### src/ptm_consts.vh
// register offsets, field positions, reset values and clock ratios
// of the periodic timer; included by the timer module and the bench
`ifndef PTM_CONSTS_VH
`define PTM_CONSTS_VH
`define PTM_OFS_CTRL0    12'h000
`define PTM_OFS_CTRL1    12'h004
`define PTM_OFS_CNT_LO   12'h008
`define PTM_OFS_CNT_HI   12'h00c
`define PTM_OFS_CMPA_LO  12'h010
`define PTM_OFS_CMPA_HI  12'h014
`define PTM_OFS_PER_LO   12'h018
`define PTM_OFS_PER_HI   12'h01c
`define PTM_CTRL0_RST    8'h00
`define PTM_CTRL1_RST    8'h00
`define PTM_C0_HOLD      7
`define PTM_C0_ON        3
`define PTM_C1_OC        3
`define PTM_C1_POL       2
`define PTM_C1_CAPS      1
`define PTM_C1_CCLR      0
`define PTM_MODE_CMP     2'b00
`define PTM_MODE_CAP     2'b01
`define PTM_MODE_PWM     2'b10
`define PTM_MODE_TMR     2'b11
`define PTM_SYS_DIV      4
`define PTM_H_DIV16      16
`define PTM_H_DIV64      64
`define PTM_SUB_DIV      1526
`define PTM_RESP_OKAY    2'b00
`define PTM_RESP_SLVERR  2'b10
`endif

### src/ptm_edge_sync.v
// two-stage synchroniser with rise and fall pulses
// assumes the input is asynchronous to aclk
`timescale 1ns/100ps
`default_nettype none
module ptm_edge_sync
(
   input  wire aclk,
   input  wire aresetn,
   input  wire pin,
   output reg  rise,
   output reg  fall
);
   reg s1;
   reg s2;
   reg s3;
   // s1 feeds only s2; edges are taken from s2 and s3
   always @(posedge aclk)
   begin
      if (!aresetn)
      begin
         s1   <= 1'b0;
         s2   <= 1'b0;
         s3   <= 1'b0;
         rise <= 1'b0;
         fall <= 1'b0;
      end
      else
      begin
         s1   <= pin;
         s2   <= s1;
         s3   <= s2;
         rise <= s2 & ~s3;
         fall <= ~s2 & s3;
      end
   end
endmodule
`default_nettype wire

### src/ptm_timer.v
// periodic timer: 10-bit counter, two comparators, AXI4-Lite registers
// assumes external pins are asynchronous and are synchronised here
`timescale 1ns/100ps
`default_nettype none
`include "ptm_consts.vh"
module ptm_timer
#(
   parameter SUB_DIV = `PTM_SUB_DIV
)
(
   input  wire        aclk,
   input  wire        aresetn,
   input  wire [11:0] s_axi_awaddr,
   input  wire        s_axi_awvalid,
   output wire        s_axi_awready,
   input  wire [31:0] s_axi_wdata,
   input  wire [3:0]  s_axi_wstrb,
   input  wire        s_axi_wvalid,
   output wire        s_axi_wready,
   output reg  [1:0]  s_axi_bresp,
   output reg         s_axi_bvalid,
   input  wire        s_axi_bready,
   input  wire [11:0] s_axi_araddr,
   input  wire        s_axi_arvalid,
   output wire        s_axi_arready,
   output reg  [31:0] s_axi_rdata,
   output reg  [1:0]  s_axi_rresp,
   output reg         s_axi_rvalid,
   input  wire        s_axi_rready,
   input  wire        ext_clock_in,
   input  wire        capture_in,
   output wire        timer_out,
   output wire        timer_out_n,
   output reg         compare_a_flag,
   output reg         period_match_flag,
   output reg  [9:0]  capture_value,
   output reg         capture_flag
);
   reg  [7:0]  timer_control_0;
   reg  [7:0]  timer_control_1;
   reg  [9:0]  count;
   reg  [9:0]  compare_a_value;
   reg  [9:0]  period_value;
   reg  [7:0]  low_buffer;
   reg         on_q;
   reg         pin_level;
   reg  [5:0]  div;
   reg  [10:0] sub_cnt;
   wire        ck_rise;
   wire        ck_fall;
   wire        cap_rise;
   wire        cap_fall;
   wire        count_hold  = timer_control_0[`PTM_C0_HOLD];
   wire [2:0]  count_clock_select = timer_control_0[6:4];
   wire        timer_on    = timer_control_0[`PTM_C0_ON];
   wire [1:0]  op_mode_select = timer_control_1[7:6];
   wire [1:0]  pin_function_select = timer_control_1[5:4];
   wire        output_initial_level = timer_control_1[`PTM_C1_OC];
   wire        output_invert = timer_control_1[`PTM_C1_POL];
   wire        capture_source_select = timer_control_1[`PTM_C1_CAPS];
   wire        clear_source_select = timer_control_1[`PTM_C1_CCLR];

   // external pins synchronised before any use
   ptm_edge_sync u_ck_sync (.aclk(aclk), .aresetn(aresetn),
      .pin(ext_clock_in), .rise(ck_rise), .fall(ck_fall));
   ptm_edge_sync u_cap_sync (.aclk(aclk), .aresetn(aresetn),
      .pin(capture_in), .rise(cap_rise), .fall(cap_fall));

   // prescalers; fH taken equal to aclk, fsub a slow divided tick
   always @(posedge aclk)
   begin
      if (!aresetn)
      begin
         div     <= 6'h00;
         sub_cnt <= 11'h000;
      end
      else
      begin
         div <= div + 6'h01;
         if (sub_cnt == SUB_DIV - 1)
            sub_cnt <= 11'h000;
         else
            sub_cnt <= sub_cnt + 11'h001;
      end
   end

   // count tick selection
   reg tick;
   always @*
   begin
      case (count_clock_select)
         3'h0:    tick = (div[1:0] == 2'h3);
         3'h1:    tick = 1'b1;
         3'h2:    tick = (div[3:0] == 4'hf);
         3'h3:    tick = (div == 6'h3f);
         3'h4,
         3'h5:    tick = (sub_cnt == SUB_DIV - 1);
         3'h6:    tick = ck_rise;
         3'h7:    tick = ck_fall;
         default: tick = 1'b0;
      endcase
   end

   // comparators and derived events
   wire        pwm_mode  = (op_mode_select == `PTM_MODE_PWM);
   wire        cap_mode  = (op_mode_select == `PTM_MODE_CAP);
   wire        cmp_mode  = (op_mode_select == `PTM_MODE_CMP);
   wire        match_a   = (count == compare_a_value);
   wire        per_zero  = (period_value == 10'h000);
   wire        ovf       = (count == 10'h3ff);
   wire        run       = timer_on & ~count_hold;
   wire        clr_a     = clear_source_select & ~pwm_mode & ~cap_mode;
   // period zero means counter rolls over at 3ff, giving 1024 counts
   wire        end_p     = per_zero ? ovf : (count == period_value - 10'h001);
   wire        clear_now = clr_a ? (match_a & compare_a_value != 10'h000)
                                 : (end_p | ovf);
   wire        a_event   = run & tick & (count + 10'h001 == compare_a_value)
                           & (compare_a_value != 10'h000);
   wire        p_event   = run & tick & ~clr_a & end_p;
   wire        on_rise   = timer_on & ~on_q;

   // counter, edge tracking and match flags
   always @(posedge aclk)
   begin
      if (!aresetn)
      begin
         count             <= 10'h000;
         on_q              <= 1'b0;
         compare_a_flag    <= 1'b0;
         period_match_flag <= 1'b0;
      end
      else
      begin
         on_q              <= timer_on;
         compare_a_flag    <= a_event;
         period_match_flag <= p_event;
         if (on_rise)
            count <= 10'h000;
         else if (run & tick)
         begin
            if (clear_now)
               count <= 10'h000;
            else
               count <= count + 10'h001;
         end
      end
   end

   // compare-mode pin state; only compare A events act on it
   always @(posedge aclk)
   begin
      if (!aresetn)
         pin_level <= 1'b0;
      else if (on_rise)
         pin_level <= output_initial_level;
      else if (cmp_mode & a_event)
      begin
         case (pin_function_select)
            2'h1:    pin_level <= 1'b0;
            2'h2:    pin_level <= 1'b1;
            2'h3:    pin_level <= ~pin_level;
            default: pin_level <= pin_level;
         endcase
      end
   end

   // pwm: active while count below duty; duty >= period is 100 percent
   wire [10:0] per_len = per_zero ? 11'h400 : {1'b0, period_value};
   wire        pwm_act = ({1'b0, compare_a_value} >= per_len) |
                         (count < compare_a_value);
   reg raw_out;
   always @*
   begin
      if (pwm_mode)
      begin
         case (pin_function_select)
            2'h0:    raw_out = ~output_initial_level;
            2'h1:    raw_out = output_initial_level;
            2'h2:    raw_out = ~(pwm_act ^ output_initial_level);
            default: raw_out = ~output_initial_level;
         endcase
      end
      else if (cmp_mode)
         raw_out = pin_level;
      else
         raw_out = 1'b0; // undefined level held low
   end
   // polarity has no effect in timer/counter mode
   assign timer_out   = (op_mode_select == `PTM_MODE_TMR) ? 1'b0
                      : raw_out ^ output_invert;
   assign timer_out_n = ~timer_out;

   // capture of the count on the chosen edge
   wire src_rise = capture_source_select ? ck_rise : cap_rise;
   wire src_fall = capture_source_select ? ck_fall : cap_fall;
   reg  cap_hit;
   always @*
   begin
      case (pin_function_select)
         2'h0:    cap_hit = src_rise;
         2'h1:    cap_hit = src_fall;
         2'h2:    cap_hit = src_rise | src_fall;
         default: cap_hit = 1'b0;
      endcase
   end
   always @(posedge aclk)
   begin
      if (!aresetn)
      begin
         capture_value <= 10'h000;
         capture_flag  <= 1'b0;
      end
      else
      begin
         capture_flag <= cap_mode & timer_on & cap_hit;
         if (cap_mode & timer_on & cap_hit)
            capture_value <= count;
      end
   end

   // AXI4-Lite write: address and data taken in either order
   reg        aw_held;
   reg        w_held;
   reg [11:0] aw_addr;
   reg [7:0]  w_byte;
   reg        w_lane;
   assign s_axi_awready = ~aw_held & ~s_axi_bvalid;
   assign s_axi_wready  = ~w_held & ~s_axi_bvalid;
   wire wr_go = aw_held & w_held;
   wire rd_take = s_axi_arvalid & s_axi_arready;
   always @(posedge aclk)
   begin
      if (!aresetn)
      begin
         aw_held         <= 1'b0;
         w_held          <= 1'b0;
         aw_addr         <= 12'h000;
         w_byte          <= 8'h00;
         w_lane          <= 1'b0;
         s_axi_bvalid    <= 1'b0;
         s_axi_bresp     <= `PTM_RESP_OKAY;
         timer_control_0 <= `PTM_CTRL0_RST;
         timer_control_1 <= `PTM_CTRL1_RST;
         compare_a_value <= 10'h000;
         period_value    <= 10'h000;
         low_buffer      <= 8'h00;
      end
      else
      begin
         if (s_axi_awvalid & s_axi_awready)
         begin
            aw_held <= 1'b1;
            aw_addr <= s_axi_awaddr;
         end
         if (s_axi_wvalid & s_axi_wready)
         begin
            w_held <= 1'b1;
            w_byte <= s_axi_wdata[7:0];
            w_lane <= s_axi_wstrb[0];
         end
         if (s_axi_bvalid & s_axi_bready)
            s_axi_bvalid <= 1'b0;
         // high-byte read latches its low byte; a write below wins
         if (rd_take & (s_axi_araddr == `PTM_OFS_CNT_HI))
            low_buffer <= count[7:0];
         if (rd_take & (s_axi_araddr == `PTM_OFS_CMPA_HI))
            low_buffer <= compare_a_value[7:0];
         if (rd_take & (s_axi_araddr == `PTM_OFS_PER_HI))
            low_buffer <= period_value[7:0];
         if (wr_go)
         begin
            aw_held      <= 1'b0;
            w_held       <= 1'b0;
            s_axi_bvalid <= 1'b1;
            s_axi_bresp  <= `PTM_RESP_OKAY;
            // only byte lane 0 carries data; other lanes are ignored
            if (w_lane)
            begin
               case (aw_addr)
                  `PTM_OFS_CTRL0:   timer_control_0 <= {w_byte[7:3], 3'h0};
                  `PTM_OFS_CTRL1:   timer_control_1 <= w_byte;
                  `PTM_OFS_CMPA_LO,
                  `PTM_OFS_PER_LO:  low_buffer <= w_byte;
                  `PTM_OFS_CMPA_HI: compare_a_value <= {w_byte[1:0],
                                                        low_buffer};
                  `PTM_OFS_PER_HI:  period_value <= {w_byte[1:0],
                                                     low_buffer};
                  `PTM_OFS_CNT_LO,
                  `PTM_OFS_CNT_HI:  s_axi_bresp <= `PTM_RESP_OKAY;
                  default:          s_axi_bresp <= `PTM_RESP_SLVERR;
               endcase
            end
         end
      end
   end

   // AXI4-Lite read; high-byte reads load the shared low buffer
   reg [7:0] rd_byte;
   reg       rd_ok;
   assign s_axi_arready = ~s_axi_rvalid;
   always @*
   begin
      rd_ok = 1'b1;
      case (s_axi_araddr)
         `PTM_OFS_CTRL0:   rd_byte = {timer_control_0[7:3], 3'h0};
         `PTM_OFS_CTRL1:   rd_byte = timer_control_1;
         `PTM_OFS_CNT_LO,
         `PTM_OFS_CMPA_LO,
         `PTM_OFS_PER_LO:  rd_byte = low_buffer;
         `PTM_OFS_CNT_HI:  rd_byte = {6'h00, count[9:8]};
         `PTM_OFS_CMPA_HI: rd_byte = {6'h00, compare_a_value[9:8]};
         `PTM_OFS_PER_HI:  rd_byte = {6'h00, period_value[9:8]};
         default:
         begin
            rd_byte = 8'h00;
            rd_ok   = 1'b0;
         end
      endcase
   end
   // read answer; the shared buffer is loaded in the write process
   always @(posedge aclk)
   begin
      if (!aresetn)
      begin
         s_axi_rvalid <= 1'b0;
         s_axi_rdata  <= 32'h00000000;
         s_axi_rresp  <= `PTM_RESP_OKAY;
      end
      else if (rd_take)
      begin
         s_axi_rvalid <= 1'b1;
         s_axi_rdata  <= {24'h000000, rd_byte};
         s_axi_rresp  <= rd_ok ? `PTM_RESP_OKAY : `PTM_RESP_SLVERR;
      end
      else if (s_axi_rready)
         s_axi_rvalid <= 1'b0;
   end
endmodule
`default_nettype wire

### config.mk
export PLATFORM = sky130hd
export DESIGN_NAME = ptm_timer
export DESIGN_NICKNAME = d
export VERILOG_FILES = /design/src/ptm_edge_sync.v /design/src/ptm_timer.v
export VERILOG_INCLUDE_DIRS = /design/src
export SDC_FILE = /design/constraint.sdc
export NUM_CORES = 1
export LEC_CHECK = 0
export BUFFER_PORTS_ARGS = -buffer_cell sky130_fd_sc_hd__clkbuf_2
export CORE_MARGIN = 2
export CORE_UTILIZATION = 25
export CTS_CLUSTER_SIZE = 24
export DETAILED_ROUTE_END_ITERATION = 10
export PLACE_DENSITY = 0.51
export SLEW_MARGIN = 15
export SYNTH_ARGS = -nofsm -noshare
export SYNTH_HDL_FRONTEND = slang
export SYNTH_HIERARCHICAL = 1
export SYNTH_SLANG_ARGS = --single-unit
### constraint.sdc
create_clock -name aclk -period 5.7 [get_ports aclk]
set_input_delay 0.285 -clock aclk [delete_from_list [all_inputs] [get_ports aclk]]
set_output_delay 0.285 -clock aclk [all_outputs]
set_load 0.02 [all_outputs]
==> After elaboration in Yosys (flattened, before gate mapping) <==
Cells that the tools add are included.
{ "word_totals": {"wordCells": 179, "inputBits": 69, "regBits": 130, "out_inout_bits": 56} }
{ "op_classes": {"n_addsub": 4, "n_reduce_logical": 24, "order_cmp": 2, "n_bitwise": 50, "muxes": 30, "eq_ne": 35} }
{ "ops": {"columns": ["cell", "n"], "rows": [
  ["$eq 12x5->1 const B", 8],
  ["$eq 12x4->1 const B", 4],
  ["$mux 8", 6],
  ["$pmux 8 s6", 1],
  ["$eq 10x10->1", 3],
  ["$and 1x1->1", 27],
  ["$eq 12x3->1 const B", 2],
  ["$logic_not 12->1", 2],
  ["$not 1->1", 18],
  ["$reduce_or 8->1", 2],
  ["$mux 1", 14],
  ["$eq 3x3->1 const B", 4],
  ["$reduce_and 3->1", 4],
  ["$add 11x1->11 const B", 1],
  ["$eq 11x11->1 const B", 1],
  ["$ge 10x11->1", 1],
  ["$mux 11", 1],
  ["$add 10x1->10 const B", 1],
  ["$eq 10x10->1 const B", 1],
  ["$eq 2x2->1 const B", 5],
  ["$logic_not 10->1", 1],
  ["$lt 10x10->1", 1],
  ["$mux 10", 1],
  ["$reduce_bool 10->1", 1],
  ["other kinds (20)", 35]
]} }

==> Longest topological paths before layout <==
Gate-level depths: netlist of run 1.
{ "logic_depth": {"word_depth": 11, "depth_mapped": 13, "mapped_depth_nobuf": 12} }

==> Cells and area by module <==
Netlist of run 1, hierarchy kept.
{ "by_module_without_submodules": {"columns": ["mod", "cells_per_inst", "n_inst", "seq_area_each_um2", "area_each_um2"], "rows": [
  ["ptm_timer", 833, 1, 2362.3, 6782.8],
  ["ptm_edge_sync", 10, 2, 100.1, 140.1]
]} }

==> Least setup slack after synthesis of run 1 <==
OpenSTA, ideal clock, no wires.
{ "synth_timing": {"path_type": "register to output", "startpoint": "register period_value[5]", "endpoint": "output port timer_out_n", "arrival_ns": 2.939, "n_path_buf": 1, "path_slack_ns": 2.476, "stages_incl_launch_ff": 12, "path_cell_list": "dfxtp_1 buf_2 nor4_2 a31oi_1 ha_1 nand2b_1 a211oi_1 o31ai_1 a21o_1 o2111a_1 or3_1 a211oi_1"} }
{ "synth_via": {"elab_chain_cells": 11} }
{ "synth_rtl": {"columns": ["element", "line", "text"], "rows": [
  ["start: declaration", "ptm_timer.v:43", "reg [9:0] period_value;"],
  ["start signal: assignment", "ptm_timer.v:286", "`PTM_OFS_PER_HI: period_value <= {w_byte[1:0],"],
  ["$logic_not 10->1", "ptm_timer.v:109", "wire per_zero = (period_value == 10'h000);"],
  ["$mux 11 *", "ptm_timer.v:168", "wire [10:0] per_len = per_zero ? 11'h400 : {1'b0, period_value};"],
  ["$ge 10x11->1 *", "ptm_timer.v:169", "wire pwm_act = ({1'b0, compare_a_value} >= per_len) |"],
  ["$or 1x1->1 *", "ptm_timer.v:169", null],
  ["$xor 1x1->1 *", "ptm_timer.v:179", "2'h2: raw_out = ~(pwm_act ^ output_initial_level);"],
  ["$not 1->1 *", "ptm_timer.v:179", null],
  ["$pmux 1 s2 *", "ptm_timer.v:176", "case (pin_function_select)"],
  ["$mux 1 *", "ptm_timer.v:174", "if (pwm_mode)"],
  ["$xor 1x1->1 *", "ptm_timer.v:190", ": raw_out ^ output_invert;"],
  ["$mux 1 *", "ptm_timer.v:189", "assign timer_out = (op_mode_select == `PTM_MODE_TMR) ? 1'b0"],
  ["$not 1->1 *", "ptm_timer.v:191", "assign timer_out_n = ~timer_out;"],
  ["end: declaration", "ptm_timer.v:33", "output wire timer_out_n,"]
]} }
Every way passes the cells marked *; elsewhere a longest branch is shown, timed or not.

==> Final worst setup path of run 1 <==
{ "layout_timing": {"startpoint": "register period_value[0]", "endpoint": "output port timer_out_n"} }
Same word-level chain as after synthesis.

==> results summary, run 1 <==
The final number of max-transition violations is 0. The mean area per synthesized cell is 8.280 µm². Measured along the x axis, the die boundary spans about 170 µm. The starting density of the core came out at 25.42%. The clock reaches the later pin of the worst-skew pair after 0.42 ns. The worst register-to-register path ends at count[2]$_SDFFE_PP0P_. The die footprint is 29610 µm². The pin count of the biggest net entering global routing came out at between 50 and 60.

The setup violation total in the final timing report is 0. In this run the power spent charging and discharging nets is between 500 and 600 µW. The endpoint kind of the worst setup timing path is an output pin. The number of antenna-violating nets in the routed design is 0. After filler insertion, the fill cell instance count of the layout stands at ~3000. The vertical extent of the die is 172.1 µm. The hold buffer count at cts came out at 0. The normalized max-slew margin came out at 25.46%. The type of element launching the critical path is a flop. The area growth from synthesis to layout is 16.71%. STA puts the critical path data arrival time at 3.84 ns. The multi-input combinational cell area is 4073 µm². The run finished with clean final reports. The number of global-route vias before repair is 5410. The min-delay analysis places its worst path in the category in -> reg.

Of all flip-flops after synthesis, the portion carrying an async set or reset was 0%. The number of antenna diodes in the final layout is 0. The maximum buffer depth of the clock tree is 2. Following the worst setup path forward leads to its endpoint at timer_out_n. The count of state elements after synthesis is around 130. Overall power consumption after layout is estimated at around 2.2 mW. The initial antenna violation count is 0. The achievable clock frequency came out at 0.2422 GHz. VDD sags by at most 196.3 µV.

The detailed router's first-iteration violation count is 353. The number of vias per cell is about 4.6. The share of synthesized area in the top cell type comes to approximately 36%. The fraction of layout instances using a drive strength above 1 is roughly 15%. The sequential share of power is between 40 and 50%.

The setup path with the least slack is of type reg -> out. The required time reported for the critical path endpoint is between 5 and 6 ns. The number of synthesized flops with an enable pin is 0.

The number of post-CTS setup repair buffers came out at 0. Among all flip-flop cells after synthesis, the most frequent one is sky130_fd_sc_hd__dfxtp_1. The routed design could run at a clock period as short as 4.129 ns. The setup check on the worst reg-to-reg path leaves a slack of 2.50 ns. After detailed routing, the number of remaining DRC violations is 0. For the worst flop-to-flop path, the logic depth is 9. The post-synthesis instance total is around 850. The area taken by flip-flops and latches came out at 2562 µm². For this run, the number of Yosys warnings is 6. The summed negative setup slack over all endpoints is 0 ns. The global placer's final weighted congestion is ~0.8. TritonCTS built the clock tree. The area of the core region came out at about 28000 µm². The internal power component is 1.652 mW. The clock power share came out at ~53%. The count of max-cap constraint violations is 0.

The most common cell after layout, fill and taps aside is sky130_fd_sc_hd__dfxtp_1. Post-CTS repair changed the size of 0 cells. The CTS H-tree depth came out at 4.

In this run the worst path has a maximum fanout of 8. The portion of total power attributed to combinational logic came out at 5.0%. The count of standard-cell rows came out at 61.

The power density normalized to cell area came out at about 270 nW/µm². The number of I/O pins is 125. The final hold violation count came out at 0. In this run the critical register-to-register path is launched from period_value[0]$_SDFFE_PN0P_. The number of buffer cells added on primary ports came out at 71. The number of clock buffers added by TritonCTS is 17. Setup repair after global routing left no endpoint under its margin. The number of vias in the routed layout came out at 5994. The cell accounting for the most synthesized area is sky130_fd_sc_hd__dfxtp_1. The final worst-path cycle share came out at between 70% and 80%. The total wire length came out at around 19000 µm. The synthesized area came out at 7063 µm².

The clock-pin transition on the worst setup and hold timing paths is around 0.06 ns. The placed wire-length estimate after detailed placement is between 10000 and 15000 µm. The first element of the critical path is period_value[0]$_SDFFE_PN0P_. The first-pass iteration count of the detailed router is 5. The average detailed-routed wire length per instance is approximately 15 µm. The count of cell types in the netlist is between 70 and 80. The all-layer global routing usage came out at about an eighth. Leaving out fill and tap cells, the most frequent cells in the layout are 128 x sky130_fd_sc_hd__dfxtp_1, 101 x sky130_fd_sc_hd__nand2_1, 101 x sky130_fd_sc_hd__nor2_1, 71 x sky130_fd_sc_hd__clkbuf_2, 69 x sky130_fd_sc_hd__a21oi_1. Summed over all cells, the static leakage comes to 3.299 nW. The number of nets in the layout came out at around 1000. The first global-routing pass estimated 30130 µm of wire. Clock tree synthesis found a total of between 100 and 150 sinks. The residual overflow from global routing is 0. The switching share of total power is about 25%. Sorting the synthesized cells by area gives the leading types as sky130_fd_sc_hd__dfxtp_1 36%, sky130_fd_sc_hd__mux2i_1 7.5%, sky130_fd_sc_hd__nand2_1 5.4%.

The clock arrives with between 0.008 and 0.009 ns of skew. The transition time of the tightest slew-check pin is ~1.1 ns. The root cell of the clock tree is sky130_fd_sc_hd__clkbuf_16. Summing the sequential cell areas from Yosys gives around 36% of the chip area.
layer usage:
metal	wire length, µm	part of all wire, %	track usage, %	up-vias
met1	8985	47	17.66	2814
met5	0	0	0	-
met4	199	1.0	3.690	0
met3	643	3.4	1.900	15
li1	-	-	-	3047
met2	9292	49	21.74	118
sequential cells by signal, indices dropped and copies added, names as in the netlist, 10 cells and up:
signal and cells:
aw_addr 12, capture_value 10, compare_a_value 10, count 10
period_value 10, sub_cnt 11
cell type report:
| class | instances | area share (%) |
|---|---|---|
| clock buffer | 17 | 5.161 |
| clock inverter | 15 | 2.383 |
| inverter | 36 | 1.639 |
| multi-input combinational | 647 | 49.41 |
| sequential | 128 | 31.09 |
| tap | 378 | 5.738 |
| timing repair buffer | 74 | 4.584 |
synth_stat cells (10+ instances only):
cell	number
sky130_fd_sc_hd__inv_1	36
sky130_fd_sc_hd__buf_4	31
sky130_fd_sc_hd__nor2_1	101
sky130_fd_sc_hd__nand2_1	101
sky130_fd_sc_hd__o21ai_0	27
sky130_fd_sc_hd__nor3_1	17
sky130_fd_sc_hd__a211oi_1	10
sky130_fd_sc_hd__clkbuf_1	26
sky130_fd_sc_hd__a21oi_1	69
sky130_fd_sc_hd__nand3_1	26
sky130_fd_sc_hd__mux2i_1	53
sky130_fd_sc_hd__xor2_1	16
sky130_fd_sc_hd__xnor2_1	17
sky130_fd_sc_hd__dfxtp_1	128
sky130_fd_sc_hd__ha_1	30
logic make-up (layout without fill, tap and decap cells):
logic type,count (synthesis),in the layout,share of synthesized area (%)
AND/OR/NAND/NOR,330,330,22.75
AO/OA/AOI/OAI,172,172,15.98
flip-flops,128,128,36.28
buffers and inverters,103,142,7.387
multiplexers,55,55,7.830
XOR/XNOR,34,34,4.411
adder cells (fa/ha/maj),30,30,5.314
other,1,26,0.05309
how the worst min path moves through the flow:
stage                             startpoint                        end  slack (ns)  cells past startpoint
floorplan                       s_axi_rready  s_axi_rvalid$_SDFFE_PN0P_        0.38                      1
global placement    u_cap_sync/s1$_SDFF_PN0_   u_cap_sync/s2$_SDFF_PN0_        0.43                      1
detailed placement  u_cap_sync/s1$_SDFF_PN0_   u_cap_sync/s2$_SDFF_PN0_        0.44                      1
CTS                             s_axi_rready  s_axi_rvalid$_SDFFE_PN0P_        0.03                      2
global route                    s_axi_rready  s_axi_rvalid$_SDFFE_PN0P_        0.04                      2
finish                          s_axi_rready  s_axi_rvalid$_SDFFE_PN0P_        0.04                      2
critical path: stages (launching register included):
cell	delay, ns
sky130_fd_sc_hd__dfxtp_1	0.50
sky130_fd_sc_hd__inv_1	0.13
sky130_fd_sc_hd__ha_1	0.21
sky130_fd_sc_hd__nor2b_1	0.17
sky130_fd_sc_hd__a31oi_1	0.22
sky130_fd_sc_hd__ha_1	0.25
sky130_fd_sc_hd__nand2b_1	0.13
sky130_fd_sc_hd__a211oi_1	0.25
sky130_fd_sc_hd__o31ai_1	0.13
sky130_fd_sc_hd__a21o_1	0.20
sky130_fd_sc_hd__o2111a_1	0.25
sky130_fd_sc_hd__or3_1	0.33
sky130_fd_sc_hd__a211oi_1	0.39
sky130_fd_sc_hd__clkbuf_2	0.25
through the flow:
step	setup slack [ns]	instances	hold WS [ns]	util, %	instance area, µm²
2_1_floorplan	2.476	878	0.3840	-	7157
3_3_place_gp	1.940	1263	0.4282	27.43	7621
3_5_place_dp	1.983	1263	0.4381	27.43	7621
4_1_cts	1.518	1295	0.03151	29.67	8243
5_1_grt	1.284	1295	0.04440	29.67	8243
6_report	1.571	1295	0.03903	29.67	8243
power by group through the flow:
stage / Combinational [mW] / Sequential, mW / Clock [mW]
after detailed placement: 0.111 / 0.953 / 0
final: 0.110 / 0.933 / 1.16
after global routing: 0.125 / 0.935 / 1.22
after CTS: 0.112 / 0.933 / 1.18
after floorplan: 0.0877 / 0.949 / 0
after global placement: 0.111 / 0.952 / 0
No activity file was read; power rests on OpenSTA's default activity.
==> inputs of run 2 (changes only) <==
==> constraint.sdc (replaced) <==
create_clock -name aclk -period 4.2 [get_ports aclk]
set_input_delay 0.21 -clock aclk [delete_from_list [all_inputs] [get_ports aclk]]
set_output_delay 0.21 -clock aclk [all_outputs]
set_load 0.02 [all_outputs]
==> run 2 against run 1 <==
Core utilization increased by 0.077 points. Via count rose by 1.6%. Clock-buffer cell count rose by 4. Non-clock buffer count increased by 7. Worst setup slack got worse by 1.4 ns. Power grew 31%. Clock skew increased by 0.0028 ns. Flip-flop and latch count unchanged. Hold slack worse by 0.038 ns. Clock power rose by 26%. Critical endpoint unchanged. Largest power group unchanged.
==> results summary, run 2 (synthesis gave the netlist of run 1 again) <==
The clock power share is 50.8% (-1.9 points). The first-pass GRT wire length came out at 31240 µm (+3.7%). The portion of total power attributed to combinational logic came to 5.3% (+0.3 points). The sum of internal, switching and leakage power is 2.884 mW (+31%). The count of max-cap constraint violations came out at 0 (unchanged). The number of I/O pins is 125 (unchanged). The first-pass iteration count of the detailed router came out at 5 (unchanged). The worst setup path is captured at an output pin. The arrival time of data at the critical path endpoint came out at 3.82 ns (-0.02 ns). The setup violation total in the final timing report was 0 (unchanged). The vertical extent of the die is 172.1 µm (unchanged). The final number of max-transition violations is 0 (unchanged). The startpoint identified for the worst register-to-register timing path is period_value[0]$_SDFFE_PN0P_. The number of buffers inserted during clock tree synthesis is 17 (unchanged). The initial antenna violation count is 0 (unchanged). The maximum ir drop on the vdd rail came to 272.1 µV (+39%). The final design instance area without fill is 8264 µm² (+0.26%). The number of post-CTS setup repair buffers came out at 0 (unchanged). The run finished with clean final reports. The number of sinks on the clock net is 128 (unchanged).

The number of vias in the routed layout is 6089 (+1.6%). The tightest hold margin came out at 0.001353 ns (-0.03768 ns). The largest registers in the layout are aw_addr (12), sub_cnt (11). The instance area after placement was 7651 µm² (+0.39%). The type of the most critical hold path is in -> reg. The maximum fanout along the worst path came to 8 (unchanged). The normalized max-slew margin is 27.60% (+2.1 points). The number of global-route vias before repair came out at 5717 (+5.7%). The average detailed-routed wire length per instance came out at 14.95 µm (+1.3%). The internal power component is 2.184 mW (+32%). The transition time of the tightest slew-check pin came to 1.072 ns (-0.03761 ns). The number of flip-flops in the largest register is 12 (unchanged).

The achievable clock frequency is 0.2482 GHz. The CTS H-tree depth is 4 (unchanged). The slack of the worst reg-to-reg path came out at 1.08 ns (-1.42 ns). The reported net switching power came out at 699.7 µW (+27%). The area growth from synthesis to layout is 17.01%. The maximum buffer depth of the clock tree is 2 (unchanged). The number of cell instances on the worst register-to-register path is 9 (unchanged). The number of vias per cell came out at 4.677 (+1.0%).

The number of remaining DRC errors is 0 (unchanged). The summed negative setup slack over all endpoints came out at 0 ns (unchanged). The top cell types in the final layout, fill and taps aside, are 128 x sky130_fd_sc_hd__dfxtp_1, 101 x sky130_fd_sc_hd__nand2_1, 101 x sky130_fd_sc_hd__nor2_1, 71 x sky130_fd_sc_hd__clkbuf_2, 69 x sky130_fd_sc_hd__a21oi_1. The leakage power figure came out at 3.310 nW (+0.32%).

The starting density of the core was 25.42% (unchanged). The final core utilization was 29.75% (+0.077 points). The critical path start-end classification is reg -> out. The most common cell after layout, fill and taps aside is sky130_fd_sc_hd__dfxtp_1. The total wire length is 19470 µm (+1.8%). The critical path starts at period_value[0]$_SDFFE_PN0P_. The die footprint was 29610 µm² (unchanged). The number of antenna-violating nets in the routed design came to 0 (unchanged).

The residual overflow from global routing came out at 0 (unchanged). The count of standard-cell rows is 61 (unchanged). The pin count of the biggest net entering global routing came out at 45 (-15%). The global placer's final weighted congestion came out at 0.8453 (+2.5%). The detailed router's first-iteration violation count came out at 375 (+6.2%).

The number of antenna repair diodes came out at 0 (unchanged). The number of buffer cells added on primary ports came to 71 (unchanged). The number of nets in the layout is 1010 (+0.70%).

The clock-pin transition on the worst setup and hold timing paths is 0.06 ns (about the same). The all-layer global routing usage came out at 13.61% (+0.52 points). The endpoint identified for the worst register-to-register timing path is count[7]$_SDFFE_PP0P_.

The area of the core region is 27780 µm² (unchanged). The CTS tree is yes. The type of element launching the critical path is a flop. The maximum cell stage delay along the critical path came to 0.49 ns (about the same). The smallest clock period supported by the final layout is computed as between 4 and 5 ns. Walking the worst path, the cells encountered are inv_1, ha_1, nor2b_1, a31oi_1, ha_1, nand2b_1, a211oi_1, o31ai_1, a21o_1, o2111a_1, or3_1, a211oi_1, clkbuf_2. The clock skew after layout came out at 0.01166 ns (+0.002779 ns).

The power density normalized to cell area is 348.9 nW/µm² (+31%). The capturing instance or port of the critical path is timer_out_n. The placed wire-length estimate after detailed placement is 14530 µm (+3.0%). The final hold violation count came out at 0 (unchanged). The die width is 172.1 µm (unchanged). The sequential share of power came to 43.9% (+1.6 points). The clock latency on the worst-skew pair came out at 0.43 ns (about the same). The required time reported for the critical path endpoint came out at 3.99 ns (-1.42 ns). The register bank with the most flops is aw_addr.

The switching share of total power is 24.27% (-0.77 points). Setup repair after global routing left no endpoint under its margin. The root cell of the clock tree is sky130_fd_sc_hd__clkbuf_16. The largest individual stage delay along the critical path comes from the cell sky130_fd_sc_hd__dfxtp_1. The fraction of layout instances using a drive strength above 1 is 14.61% (about the same). The final worst-path cycle share is between 90% and 100%.
==> run 2: cell count changes in the layout (fill, tap and decap cells not counted) <==
cell,delta
sky130_fd_sc_hd__dlygate4sd3_1,+3
sky130_fd_sc_hd__inv_6,-4
sky130_fd_sc_hd__clkinv_4,+4
sky130_fd_sc_hd__clkbuf_8,+1
sky130_fd_sc_hd__buf_4,+4
sky130_fd_sc_hd__inv_8,-3
sky130_fd_sc_hd__clkbuf_1,+3
sky130_fd_sc_hd__bufinv_16,-1
==> run 2: power groups by stage <==
stage / Sequential [mW] / Combinational (mW) / Clock [mW]
2_1_floorplan: 1.29 / 0.119 / 0
3_3_place_gp: 1.29 / 0.151 / 0
3_5_place_dp: 1.29 / 0.153 / 0
4_1_cts: 1.27 / 0.155 / 1.49
5_1_grt: 1.27 / 0.174 / 1.56
6_report: 1.27 / 0.152 / 1.46
==> run 2: worst min path at each step <==
stage                    startpoint                         to  slack (ns)  cells past startpoint
finish              s_axi_awaddr[6]    aw_addr[6]$_SDFFE_PN0P_       0.001                      3
global route        s_axi_awaddr[6]    aw_addr[6]$_SDFFE_PN0P_       0.003                      3
CTS                  s_axi_wdata[6]     w_byte[6]$_SDFFE_PN0P_     0.00005                      3
detailed placement     s_axi_rready  s_axi_rvalid$_SDFFE_PN0P_        0.40                      2
global placement       s_axi_rready  s_axi_rvalid$_SDFFE_PN0P_        0.40                      2
floorplan              s_axi_rready  s_axi_rvalid$_SDFFE_PN0P_        0.31                      1
==> run 2: what timing repair did <==
action                                 4_1_cts  5_1_grt
resized for setup                            0        0
endpoints found under the hold margin        3        0
hold buffers                                 3        0
==> run 2: worst max-delay path, delay by kind of cell, from the launching register on <==
| kind | cells | cell delay, ns |
|---|---|---|
| adder cells (fa/ha/maj) | 2 | 0.47 |
| buffers and inverters | 2 | 0.38 |
| flip-flops | 1 | 0.49 |
| AO/OA/AOI/OAI | 6 | 1.41 |
| AND/OR/NAND/NOR | 3 | 0.64 |
==> run 2: per-stage QoR <==
| step | setup slack, ns | std cells |
|---|---|---|
| floorplan | 1.051 | 878 |
| global placement | 0.6398 | 1267 |
| detailed placement | 0.6027 | 1267 |
| CTS | 0.1303 | 1302 |
| global route | 0.0004108 | 1302 |
| finish | 0.1716 | 1302 |
==> run 2: final cells by class <==
| cell class | count | area [µm²] |
|---|---|---|
| tap | 378 | 473.0 |
| multi-input combinational | 647 | 4073 |
| clock inverter | 11 | 132.6 |
| inverter | 36 | 135.1 |
| clock buffer | 21 | 450.4 |
| sequential | 128 | 2562 |
| fill | 3043 | 19520 |
| timing repair buffer | 81 | 437.9 |
==> run 2: metal layers <==
layer  wire (µm)  up-vias  GRT usage, %
li1            -     3068             -
met1        9058     2857         17.88
met2        9237      135         22.32
met3         748       29         2.266
met4         425        0         5.225
met5           0        -             0
==> inputs of run 3 (changes only) <==
--- a/config.mk
+++ b/config.mk
@@ -6,12 +6,12 @@
 export SDC_FILE = /design/constraint.sdc
 export NUM_CORES = 1
 export LEC_CHECK = 0
-export BUFFER_PORTS_ARGS = -buffer_cell sky130_fd_sc_hd__clkbuf_2
 export CORE_MARGIN = 2
 export CORE_UTILIZATION = 25
 export CTS_CLUSTER_SIZE = 24
 export DETAILED_ROUTE_END_ITERATION = 10
-export PLACE_DENSITY = 0.51
+export DONT_BUFFER_PORTS = 1
+export PLACE_DENSITY = 0.47
 export SLEW_MARGIN = 15
 export SYNTH_ARGS = -nofsm -noshare
 export SYNTH_HDL_FRONTEND = slang
==> run 3 against run 2 <==
Clock skew increased by 0.0014 ns. Register-to-register slack about the same. Critical path depth unchanged. Non-clock buffer count decreased by 43. First-iteration DRC count increased by 7.7%. Global-route usage increased by 0.12 points. Via count decreased by 3.1%. Cell count decreased by 3.3%. Hold slack improved by 0.11 ns. Routed wire length increased by 2.4%. Flip-flop and latch count unchanged. Power decreased by 1.4%. Critical path type unchanged.
==> results summary, run 3 (synthesis gave the netlist of run 1 again) <==
The flow ran to the end, and the final reports show no timing, DRC or antenna violations. The number of global-route vias before repair was 5458 (-4.5%). The number of antenna-violating nets in the routed design came out at 0 (unchanged).

The count of standard-cell rows came to 61 (unchanged). Setup repair after global routing left no endpoint under its margin. The number of cells upsized or downsized after cts came out at 0 (unchanged).

The endpoint identified for the worst register-to-register timing path is count[7]$_SDFFE_PP0P_. The maximum fanout along the worst path is 8 (unchanged). The number of sinks on the clock net came out at 128 (unchanged). The required time reported for the critical path endpoint was 3.99 ns (about the same). The power density normalized to cell area is 348.3 nW/µm² (-0.18%).

The total wire length came out at 19940 µm (+2.4%). The fraction of layout instances using a drive strength above 1 was 8.059% (-6.6 points). The clock latency on the worst-skew pair came to 0.43 ns (about the same). The first-pass iteration count of the detailed router came out at 4 (-1). The setup violation total in the final timing report is 0 (unchanged). The residual overflow from global routing came out at 0 (unchanged). The die footprint is 29610 µm² (unchanged). The type of element launching the critical path is a flop. The most critical setup path has its startpoint at period_value[0]$_SDFFE_PN0P_. CTS placed an instance of sky130_fd_sc_hd__clkbuf_16 at the clock tree root. The sum of internal, switching and leakage power came out at 2.844 mW (-1.4%). The family with the most delay on the worst path is compound AO/OA/AOI/OAI gates. The global placer's final weighted congestion came out at 0.8144 (-3.7%). The maximum cell stage delay along the critical path is 0.50 ns (about the same). The buffer and inverter count on the worst path came out at 2 (unchanged). The CTS H-tree depth came out at 4 (unchanged). The number of fillers in the final layout is 3025 (-0.59%). The endpoint kind of the worst setup timing path is an output pin. The number of nets in the layout came out at 967 (-4.3%).

The achievable clock frequency came out at 0.2551 GHz (+2.7%). The tightest hold margin came out at 0.1084 ns (+0.1071 ns). The summed negative setup slack over all endpoints is 0 ns (unchanged). Leaving out fill and tap cells, the most frequent cell in the layout is sky130_fd_sc_hd__dfxtp_1. The transition time of the tightest slew-check pin is 1.069 ns (-0.002555 ns). The path class of the tightest hold or removal check is in -> reg. The maximum ir drop on the vdd rail came to 277.7 µV (+2.1%). Following the worst setup path forward leads to its endpoint at timer_out_n.

The largest registers in the layout are aw_addr (12), sub_cnt (11). The number of buffers inserted during clock tree synthesis was 17 (unchanged). The all-layer global routing usage came out at 13.73% (+0.12 points).

The number of flip-flops in the largest register was 12 (unchanged). Counting flops per register, the top entry is aw_addr. The critical path depth in cells is 13 (unchanged). The slowest stage of the critical path belongs to the cell sky130_fd_sc_hd__dfxtp_1. The area of the core region came out at 27780 µm² (unchanged). The final number of max-transition violations came to 0 (unchanged). The number of vias in the routed layout was 5900 (-3.1%). The total instance count after detailed placement came out at 1200 (-5.3%).

The time the worst path needs with I/O delays and setup is 3.921 ns (-0.1076 ns). The slack of the worst reg-to-reg path is 1.07 ns (about the same). The number of antenna repair diodes was 0 (unchanged). The maximum buffer depth of the clock tree was 2 (unchanged).

The leakage power figure was 3.117 nW (-5.8%). The normalized max-slew margin was 28.16% (+0.56 points). The library cells used most frequently in the layout, excluding fill and tap cells, are 128 x sky130_fd_sc_hd__dfxtp_1, 101 x sky130_fd_sc_hd__nand2_1, 101 x sky130_fd_sc_hd__nor2_1, 69 x sky130_fd_sc_hd__a21oi_1, 53 x sky130_fd_sc_hd__mux2i_1. The startpoint identified for the worst register-to-register timing path is period_value[0]$_SDFFE_PN0P_. The critical path goes through inv_1, ha_1, nor2b_1, a31oi_1, ha_1, nand2b_1, a211oi_1, o31ai_1, a21o_1, o2111a_1, or3_1, a211oi_1, buf_4.

The number of buffer cells added on primary ports came out at 0 (-100%). TritonCTS built the clock tree. The die width is 172.1 µm (unchanged).

The final hold violation count is 0 (unchanged). The count of max-cap constraint violations is 0 (unchanged). The area growth from synthesis to layout came out at 15.59%. The vertical extent of the die came out at 172.1 µm (unchanged). The clock skew after layout came out at 0.01307 ns (+0.001408 ns). The number of I/O pins is 125 (unchanged). The clock-pin transition on the worst setup and hold timing paths came out at 0.07 ns (about the same). The placed wire-length estimate after detailed placement is 14560 µm (+0.23%). The number of standard cells in the layout, taps in and fillers out came out at 1259 (-3.3%). The average detailed-routed wire length per instance came to 15.84 µm (+5.9%). The initial antenna violation count is 0 (unchanged). The pin count of the biggest net entering global routing was 52 (+16%).

The number of vias per cell was 4.686 (+0.21%). The number of remaining DRC errors came to 0 (unchanged). The first-pass GRT wire length came to 31280 µm (+0.13%). The final worst-path cycle share came out at 93.35% (-2.6 points). The worst setup path is of the reg -> out kind. The number of cell instances on the worst register-to-register path is 9 (unchanged). The starting density of the core was 25.42% (unchanged). The detailed router's first-iteration violation count came out at 404 (+7.7%). The arrival time of data at the critical path endpoint was 3.71 ns (-0.11 ns).
-- run 3: cell types whose count changed in the layout (fill, tap and decap cells not counted), moves of 3 or more --
cell and change:
sky130_fd_sc_hd__buf_4 +4, sky130_fd_sc_hd__dlygate4sd3_1 +24, sky130_fd_sc_hd__clkbuf_1 -3, sky130_fd_sc_hd__inv_8 +3
sky130_fd_sc_hd__inv_6 +5, sky130_fd_sc_hd__clkbuf_2 -71, sky130_fd_sc_hd__clkinv_4 -3
-- run 3: per-stage QoR --
| stage | worst slack, ns | utilization [%] | cell area (µm²) |
|---|---|---|---|
| detailed placement | 0.6655 | 26.37 | 7326 |
| global placement | 0.6691 | 26.37 | 7326 |
| CTS | 0.2004 | 29.39 | 8164 |
| global route | 0.07859 | 29.39 | 8164 |
| finish | 0.2793 | 29.39 | 8164 |
| floorplan | 1.051 | - | 7157 |
-- run 3: worst min path at each step --
| stage | to | cells after the start | start |
|---|---|---|---|
| after floorplan | s_axi_rvalid$_SDFFE_PN0P_ | 1 | s_axi_rready |
| after global placement | s_axi_rvalid$_SDFFE_PN0P_ | 1 | s_axi_rready |
| after detailed placement | s_axi_rvalid$_SDFFE_PN0P_ | 1 | s_axi_rready |
| after CTS | count[3]$_SDFFE_PP0P_ | 3 | aresetn |
| after global routing | count[3]$_SDFFE_PP0P_ | 3 | aresetn |
| final | count[3]$_SDFFE_PP0P_ | 3 | aresetn |
-- run 3: tightest hold or removal path, stage by stage --
cell	delay [ns]
sky130_fd_sc_hd__o21ai_0	0.05
sky130_fd_sc_hd__buf_4	0.17
sky130_fd_sc_hd__a21oi_1	0.05
-- run 3: timing repair --
| item | 4_1_cts | 5_1_grt |
|---|---|---|
| hold buffers | 27 | 0 |
| setup endpoints to repair | 0 | 0 |
| hold endpoints to repair | 35 | 0 |
| setup buffers | 0 | 0 |
-- run 3: metal layers --
metal,vias to the layer above,wire length [µm],track usage (%)
met5,-,0,0
met4,0,276,4.457
met3,20,711,2.426
met2,122,9626,22.68
met1,2785,9327,18.14
li1,2973,-,-
-- run 3: area by class of cell --
cell class / instances / area [µm²] / area share, %
multi-input cells: 647 / 4073 / 49.89
inverters: 36 / 135.1 / 1.655
clock inverters: 15 / 142.6 / 1.747
well taps: 378 / 473.0 / 5.793
repair buffers: 38 / 352.8 / 4.322
flip-flops and latches: 128 / 2562 / 31.39
clock buffers: 17 / 425.4 / 5.211
-- run 3: power breakdown --
group | internal [mW] | switching (mW) | total, mW
sequential | 1.24 | 0.0294 | 1.27
combinational | 0.0466 | 0.0917 | 0.138
clock | 0.783 | 0.652 | 1.44
